**config.mk**
```make
export PLATFORM = sky130hd
export DESIGN_NAME = pllcs_top
export DESIGN_NICKNAME = d
export VERILOG_FILES = /design/src/design/unused_placeholder_none.sv /design/src/design/pllcs_pkg.sv /design/src/design/pllcs_if.sv /design/src/design/pllcs_top.sv /design/src/design/pllcs_core.sv
export SDC_FILE = /design/constraint.sdc
export NUM_CORES = 1
export LEC_CHECK = 0
export BUFFER_PORTS_ARGS = -buffer_cell sky130_fd_sc_hd__buf_4
export CORE_MARGIN = 4
export CORE_UTILIZATION = 40
export CTS_CLUSTER_SIZE = 40
export DETAILED_ROUTE_END_ITERATION = 8
export PLACE_DENSITY_LB_ADDON = 0.08
export SYNTH_ARGS = -nofsm -noshare
export SYNTH_HDL_FRONTEND = slang
export SYNTH_SLANG_ARGS = --single-unit
export TNS_END_PERCENT = 20
```
**constraint.sdc**
```tcl
create_clock -name clk_sys -period 6.79 [get_ports clk_sys]
set_input_delay 0.3395 -clock clk_sys [delete_from_list [all_inputs] [get_ports clk_sys]]
set_output_delay 0.3395 -clock clk_sys [all_outputs]
set_load 0.01 [all_outputs]
```
**src/design/unused_placeholder_none.sv**
```systemverilog
// Intentionally minimal: no further logic
`timescale 1ns/10ps
`default_nettype none
`default_nettype wire

```
**src/design/pllcs_pkg.sv**
```systemverilog
// Constants and types shared by the clock synthesizer modules
package pllcs_pkg;
    localparam int          PLLCS_CTRL_W      = 16;
    localparam logic [15:0] PLLCS_CTRL_RESET  = 16'h0000;
    localparam int          PLLCS_M_LSB       = 0;
    localparam int          PLLCS_M_W         = 5;
    localparam int          PLLCS_N_LSB       = 5;
    localparam int          PLLCS_N_W         = 3;
    localparam int          PLLCS_LF_LSB      = 8;
    localparam int          PLLCS_LF_W        = 4;
    localparam int          PLLCS_SEL_BIT     = 14;
    localparam int          PLLCS_EN_BIT      = 15;
    localparam logic [2:0]  PLLCS_N_CODE_ONE  = 3'h7;
    localparam logic [4:0]  PLLCS_M_OFFSET    = 5'h02;
    localparam logic [3:0]  PLLCS_N_OFFSET    = 4'h2;
    localparam logic [3:0]  PLLCS_N_ONE       = 4'h1;
    localparam int          PLLCS_NV_W        = 4;
    localparam int          PLLCS_PER_W       = 16;
    localparam int          PLLCS_LOCK_EDGES  = 16;
    localparam int          PLLCS_CLK_NS      = 20;
    localparam int          PLLCS_RING_HALF_NS = 200;
    localparam int          PLLCS_RING_HALF   = (PLLCS_RING_HALF_NS / PLLCS_CLK_NS < 1) ? 1 :
                                                PLLCS_RING_HALF_NS / PLLCS_CLK_NS;
    localparam int          PLLCS_RING_W      = 8;

    typedef enum logic [1:0] {
        PLLCS_SRC_REF  = 2'b00,
        PLLCS_SRC_PLL  = 2'b01,
        PLLCS_SRC_RING = 2'b10
    } pllcs_src_t;
endpackage : pllcs_pkg

```
**src/design/pllcs_if.sv**
```systemverilog
// Signals between the source selector and the loop core
`timescale 1ns/10ps
`default_nettype none
interface pllcs_if;
    import pllcs_pkg::*;
    logic                  power;
    logic                  restart;
    logic                  ref_rise;
    logic [PLLCS_M_W-1:0]  m_val;
    logic [PLLCS_NV_W-1:0] n_val;
    logic                  lock;
    logic                  vco_half;

    modport core (input power, input restart, input ref_rise,
                  input m_val, input n_val, output lock, output vco_half);
    modport ctrl (output power, output restart, output ref_rise,
                  output m_val, output n_val, input lock, input vco_half);
endinterface : pllcs_if
`default_nettype wire

```
**src/design/pllcs_top.sv**
```systemverilog
// Clock synthesizer control and glitch-free processor clock selection
`timescale 1ns/10ps
`default_nettype none
// Overview of operation
// - Processor clock comes from reference, synthesizer or ring oscillator.
// - After power-up the reference drives the clock, output equals reference.
// - Halt and slow-clock overrides beat the synthesizer selection.
// - Without a reference clock the synthesizer produces nothing.
// - Lock flag sets once locked, then lock detection stops.
// - Select bit moves clock to VCO divided by two without glitches.
// - Clearing select returns the clock to a 1X reference copy.
// - Each control write clears lock and restarts toward new set point.
// - VCO equals reference times M over N; N 3-bit, M 5-bit codes.
// - M code is M-2; N code is 7 for N=1, else N-2.
// - Power-enable bit powers the synthesizer up or down.
// - Reset clears control, synthesizer deselected and powered down.
// - Source switches take a few cycles; old clock runs meanwhile.
// - Ring select uses ring oscillator, synchronised; oscillator off otherwise.
// - Halt synchronously stops the processor clock; synthesizer keeps running.
module pllcs_top
    import pllcs_pkg::*;
#(
    parameter int LOCK_EDGES = PLLCS_LOCK_EDGES,
    parameter int RING_HALF  = PLLCS_RING_HALF
) (
    input  wire logic                    clk_sys,
    input  wire logic                    reset,
    input  wire logic                    ref_clock_in,
    input  wire logic                    ctrl_write,
    input  wire logic [PLLCS_CTRL_W-1:0] ctrl_wdata,
    input  wire logic                    ring_osc_select,
    input  wire logic                    clock_halt,
    output logic                         proc_clock,
    output logic                         clock_out_pin,
    output logic                         loop_locked,
    output logic                         pll_select,
    output logic                         pll_power_enable,
    output logic [PLLCS_LF_W-1:0]        loop_filter_setting,
    output logic [PLLCS_CTRL_W-1:0]      ctrl_rdata,
    output pllcs_src_t                   clock_source,
    output logic                         ring_osc_enable
);
    function automatic logic [PLLCS_M_W-1:0] m_from_code(input logic [PLLCS_M_W-1:0] code);
        m_from_code = code + PLLCS_M_OFFSET;
    endfunction : m_from_code

    function automatic logic [PLLCS_NV_W-1:0] n_from_code(input logic [PLLCS_N_W-1:0] code);
        n_from_code = (code == PLLCS_N_CODE_ONE) ? PLLCS_N_ONE : ({1'b0, code} + PLLCS_N_OFFSET);
    endfunction : n_from_code

    pllcs_if link ();

    logic                    ref_meta;
    logic                    ref_sync;
    logic                    ref_prev;
    logic [PLLCS_CTRL_W-1:0] ctrl;
    logic [PLLCS_RING_W-1:0] ring_cnt;
    logic                    ring_level;
    logic                    gate_open;
    pllcs_src_t              active;

    wire pllcs_src_t target    = ring_osc_select ? PLLCS_SRC_RING :
                                 ctrl[PLLCS_SEL_BIT] ? PLLCS_SRC_PLL : PLLCS_SRC_REF;
    wire                     pll_level = link.vco_half;
    wire                     cur_level = (active == PLLCS_SRC_RING) ? ring_level :
                                         (active == PLLCS_SRC_PLL) ? pll_level : ref_sync;
    wire                     tgt_level = (target == PLLCS_SRC_RING) ? ring_level :
                                         (target == PLLCS_SRC_PLL) ? pll_level : ref_sync;
    // Switch only while both sources are low, so no short pulse escapes
    wire                     do_switch = (target != active) && !cur_level && !tgt_level;
    wire                     next_gate = cur_level ? gate_open : !clock_halt;
    wire                     next_clk  = cur_level & next_gate;
    wire                     ring_wrap = (ring_cnt == PLLCS_RING_W'(RING_HALF - 1));

    assign link.power     = ctrl[PLLCS_EN_BIT];
    assign link.restart   = ctrl_write;
    assign link.ref_rise  = ref_sync & ~ref_prev;
    assign link.m_val     = m_from_code(ctrl[PLLCS_M_LSB +: PLLCS_M_W]);
    assign link.n_val     = n_from_code(ctrl[PLLCS_N_LSB +: PLLCS_N_W]);

    pllcs_core #(
        .LOCK_EDGES (LOCK_EDGES)
    ) u_core (
        .clk_sys (clk_sys),
        .reset   (reset),
        .bus     (link.core)
    );

    // Pin input passes two flops first
    always_ff @(posedge clk_sys or posedge reset) begin
        if (reset) begin
            ref_meta <= 1'b0;
            ref_sync <= 1'b0;
            ref_prev <= 1'b0;
        end else begin
            ref_meta <= ref_clock_in;
            ref_sync <= ref_meta;
            ref_prev <= ref_sync;
        end
    end

    always_ff @(posedge clk_sys or posedge reset) begin
        if (reset) begin
            ctrl <= PLLCS_CTRL_RESET;
        end else if (ctrl_write) begin
            ctrl <= ctrl_wdata;
        end
    end

    always_ff @(posedge clk_sys or posedge reset) begin
        if (reset) begin
            ring_cnt   <= '0;
            ring_level <= 1'b0;
        end else if (!ring_osc_select) begin
            ring_cnt   <= '0;
            ring_level <= 1'b0;
        end else if (ring_wrap) begin
            ring_cnt   <= '0;
            ring_level <= ~ring_level;
        end else begin
            ring_cnt   <= ring_cnt + 1'b1;
        end
    end

    always_ff @(posedge clk_sys or posedge reset) begin
        if (reset) begin
            active <= PLLCS_SRC_REF;
        end else if (do_switch) begin
            active <= target;
        end
    end

    // halt gate applied at low phase
    always_ff @(posedge clk_sys or posedge reset) begin
        if (reset) begin
            gate_open     <= 1'b1;
            proc_clock    <= 1'b0;
            clock_out_pin <= 1'b0;
        end else begin
            gate_open     <= next_gate;
            proc_clock    <= next_clk;
            clock_out_pin <= next_clk;
        end
    end

    always_ff @(posedge clk_sys or posedge reset) begin
        if (reset) begin
            loop_locked         <= 1'b0;
            pll_select          <= 1'b0;
            pll_power_enable    <= 1'b0;
            loop_filter_setting <= '0;
            ctrl_rdata          <= PLLCS_CTRL_RESET;
            clock_source        <= PLLCS_SRC_REF;
            ring_osc_enable     <= 1'b0;
        end else begin
            loop_locked         <= link.lock & ctrl[PLLCS_EN_BIT] & ~ctrl_write;
            pll_select          <= ctrl_write ? ctrl_wdata[PLLCS_SEL_BIT] : ctrl[PLLCS_SEL_BIT];
            pll_power_enable    <= ctrl_write ? ctrl_wdata[PLLCS_EN_BIT] : ctrl[PLLCS_EN_BIT];
            loop_filter_setting <= ctrl_write ? ctrl_wdata[PLLCS_LF_LSB +: PLLCS_LF_W] :
                                                ctrl[PLLCS_LF_LSB +: PLLCS_LF_W];
            ctrl_rdata          <= ctrl_write ? ctrl_wdata : ctrl;
            clock_source        <= do_switch ? target : active;
            ring_osc_enable     <= ring_osc_select;
        end
    end
endmodule : pllcs_top
`default_nettype wire

```
**src/design/pllcs_core.sv**
```systemverilog
// Behavioural loop core: period meter, lock detector and divided VCO
`timescale 1ns/10ps
`default_nettype none
module pllcs_core
    import pllcs_pkg::*;
#(
    parameter int LOCK_EDGES = PLLCS_LOCK_EDGES
) (
    input  wire logic clk_sys,
    input  wire logic reset,
    pllcs_if.core     bus
);
    localparam int ACC_W = PLLCS_PER_W + PLLCS_NV_W + 1;

    logic [PLLCS_PER_W-1:0] per_cnt;
    logic [PLLCS_PER_W-1:0] per_len;
    logic                   per_ok;
    logic                   seen_edge;
    logic [7:0]             lock_cnt;
    logic [ACC_W-1:0]       acc;
    logic                   lock;
    logic                   vco_half;

    wire                    per_full  = &per_cnt;
    wire [ACC_W-1:0]        limit     = ACC_W'(bus.n_val) * ACC_W'(per_len);
    wire [ACC_W-1:0]        acc_sum   = acc + ACC_W'(bus.m_val);
    wire                    wrap      = acc_sum >= limit;
    wire                    run       = bus.power & per_ok;
    wire                    lock_hit  = bus.ref_rise && (lock_cnt == 8'(LOCK_EDGES - 1));

    assign bus.lock     = lock;
    assign bus.vco_half = vco_half;

    always_ff @(posedge clk_sys or posedge reset) begin
        if (reset) begin
            per_cnt   <= '0;
            per_len   <= '0;
            per_ok    <= 1'b0;
            seen_edge <= 1'b0;
        end else if (bus.ref_rise) begin
            per_cnt   <= '0;
            per_len   <= per_cnt + 1'b1;
            seen_edge <= 1'b1;
            per_ok    <= seen_edge;
        end else if (per_full) begin
            per_ok    <= 1'b0;
            seen_edge <= 1'b0;
        end else begin
            per_cnt   <= per_cnt + 1'b1;
        end
    end

    always_ff @(posedge clk_sys or posedge reset) begin
        if (reset) begin
            lock_cnt <= '0;
            lock     <= 1'b0;
        end else if (bus.restart || !bus.power) begin
            lock_cnt <= '0;
            lock     <= 1'b0;
        end else if (!lock && bus.ref_rise && per_ok) begin
            lock_cnt <= lock_cnt + 1'b1;
            lock     <= lock_hit;
        end
    end

    always_ff @(posedge clk_sys or posedge reset) begin
        if (reset) begin
            acc      <= '0;
            vco_half <= 1'b0;
        end else if (!run) begin
            acc      <= '0;
            vco_half <= 1'b0;
        end else if (wrap) begin
            acc      <= acc_sum - limit;
            vco_half <= ~vco_half;
        end else begin
            acc      <= acc_sum;
        end
    end
endmodule : pllcs_core
`default_nettype wire

```
==> run metrics <==
Fin. Hold Viols 0; Tot Pwr 0.00385 W; Adder-Cell Fraction of Synth Area around 17%; Least-Margin Pin Slew 0.936 ns; Synth Instances 850; pin count of the biggest net entering global routing 64; initial core utilization 41.0%; Post-Synth XOR/XNOR Area 8.73%; Pins Over Slew Limit 0; Layout fillers 1833; multiplexer share of the synthesized area 2.69%; Ys Warns 0; Arrival @ worst endpoint 6.56 ns; First DRT Iteration DRCs 259; DIE HEIGHT 147 microns; Final Cell Area 8660 sq um; total core area 18800 sq um; Vias roughly 6100; crit path kind flip-flop to flip-flop; Final WS setup between 0.4 and 0.5 ns; syn avg cell area between 9 and 10 sq um; Fmax 0.158 GHz; # rows 50; commonest non-fill, non-tap cell in the layout dfrtp_1; Max-Cap Viols 0; Ant. Diodes 0; gr ovfl total 0; all-layer global routing usage 17.3%; Antenna Nets Post-Route 0; chip width 147 microns; Setup Slack @ Placement 0.362 ns; Final HPWL DP about 15000 microns; detailed-route wire length 18500 microns; clk sinks 105; Final nets 1000; global-route wire length before repair between 30000 and 40000 microns; sequential area share after synthesis 34.0%; Layout area overhead 12.1%; Routed WL per cell 15.9 microns; residual DRC count 0; crit-path max FO 19; HP Class primary input to async pin; Peak VDD IR about 0.26 mV; Root Buffer clkbuf_16; leading area contributor after synthesis dfrtp_1; period utilization 92.9%; post-synth top area share 33.7%; syn nets ~960; vias in the first global route 6098; worst hold slack around 0.035 ns; ranking of synthesized cells by area dfrtp_1 34%, ha_1 8.9%, fa_1 7.8%, xor2_1 4.8%, xnor2_1 4.0%; Max-slew headroom 37.6%; fraction of the mapped netlist area in compound gates 12.8%; Max Root-Sink Buffers 2; Routability Congestion a little over 0.9; Clock Latency Late Sink 0.36 ns; Pwr Density 445 nW/um^2; cts hold-fix bufs 0; Ports 50; TritonCTS clock tree yes; Post-CTS Setup Bufs 0; H-tree Lvls 3; Setup TNS 0 ns; Worst setup SP type flip-flop; Worst Setup End Kind flip-flop; Port Buffer Count 49; Worst-path clk slew 0.08 ns; antenna violations before repair 0; Final Critical Period 6.31 ns; Synth Flop Type dfrtp_1; FF+latch count, synth roughly 110; die area about 22000 sq um; Post-synth EDFFs 0; status finished, final reports clean; Leakage 4.14 nW; RSZ-0062 raised after global routing no; Inserted Clock Buffers 9; Yosys cell types between 60 and 70; Post-DP Area 8360 sq um; DRT Pass-1 Iters 4; drt via density 5.23; share of flip-flops with an asynchronous set or reset 100%; final setup fails 0; synthesized area 7720 sq um; Simple-Gate Fraction of Synth Area between 20% and 30%; worst endpoint required time 7.04 ns; largest family of logic cells by synthesized area simple AND/OR/NAND/NOR gates; share of cells above drive strength 1 11.0%; Setup Skew 0.0105 ns; commonest non-fill, non-tap cells in the layout 104 x dfrtp_1, 78 x nand2_1, 59 x nor2_1, 56 x buf_4, 55 x ha_1
area by class of cell:
| type | count | area (sq um) | share of cell area [%] |
|---|---|---|---|
| Clock buffer | 9 | 225 | 2.60 |
| Clock inverter | 7 | 70.1 | 0.809 |
| Tap cell | 260 | 325 | 3.76 |
| Timing Repair Buffer | 56 | 420 | 4.85 |
| Inverter | 54 | 205 | 2.37 |
| Multi-Input combinational cell | 667 | 4790 | 55.3 |
| Sequential cell | 105 | 2630 | 30.4 |
power by group:
group          switching (W)  internal (W)  leakage (nW)  total (W)
Combinational        0.00155      0.000983          2.61    0.00253
Clock               0.000256      0.000260         0.147   0.000516
Sequential         0.0000836      0.000724          1.37   0.000807
metrics by stage:
stage / util, % / std cells
final: 46.0 / 1158
after global routing: 46.0 / 1158
after CTS: 46.0 / 1158
after detailed placement: 44.4 / 1142
after global placement: 44.4 / 1142
after floorplan: - / 850
sequential cells by signal, summed over array words and instances (netlist names), 2 cells and up:
| register | flops |
|---|---|
| ctrl_rdata | 16 |
| u_core.per_len | 16 |
| loop_filter_setting | 4 |
| ring_cnt | 8 |
| u_core.acc | 21 |
| clock_source | 2 |
| u_core.per_cnt | 16 |
| u_core.lock_cnt | 8 |
path summary, 6_finish.rpt:
check                         startpoint                end  slack [ns]  cells after the start
min reg2reg                     ref_meta           ref_sync        0.36                      0
max in group asynchronous          reset  u_core.per_cnt[0]        5.55                      3
max                        ctrl_rdata[7]      u_core.acc[2]        0.48                     22
min in group clk_sys        ref_clock_in           ref_meta        0.09                      1
max reg2reg                ctrl_rdata[7]      u_core.acc[2]        0.48                     22
min                                reset      ctrl_rdata[1]        0.03                      2
routing by layer:
layer  track usage [%]  vias to the layer above  routed length, microns
met1              23.3                     2974                    8670
met5                 0                        -                       0
met3              2.38                       20                     528
li1                  -                     2986                       -
met2              29.0                       71                    8910
met4              5.82                        0                     357
worst max-delay path, cell delays in order (launching register included):
cell	delay (ns)
dfrtp_1	0.41
ha_1	0.47
and2_1	0.26
fa_1	0.50
inv_1	0.06
fa_1	0.53
inv_1	0.04
ha_1	0.23
nor3_1	0.44
a211oi_1	0.10
a2111o_1	0.44
a31o_1	0.23
nor3_1	0.19
o21ai_1	0.11
a21oi_1	0.17
xor2_1	0.10
ha_1	0.38
nand3_1	0.16
or3_1	0.41
o21ai_1	0.23
or2_2	0.39
nor3_1	0.09
a211oi_1	0.25
synthesized netlist by cell type (16+ instances only):
cell type / instances
a21oi_1: 54
and2_1: 44
and3_1: 16
clkbuf_1: 17
dfrtp_1: 104
fa_1: 30
ha_1: 55
inv_1: 54
nand2_1: 78
nand3_1: 42
nor2_1: 60
nor2b_1: 22
o21ai_0: 39
o21ai_1: 17
xnor2_1: 35
xor2_1: 42
kinds of logic (layout without fill, tap and decap cells):
group	count (synthesis)	after routing
buffers and inverters	78	126
DFF	105	105
xor gates and xnor gates	77	77
muxes	19	19
adders and majority gates	85	85
and+or+nand+nor	321	321
AOI/OAI and AO/OA	165	165
what timing repair did:
| action | in CTS | in global routing |
|---|---|---|
| hold endpoints to repair | 0 | 0 |
| resized for setup | 0 | 3 |
| endpoints found under the setup margin | 0 | 21 |
Power figures use the tool's default switching activity.
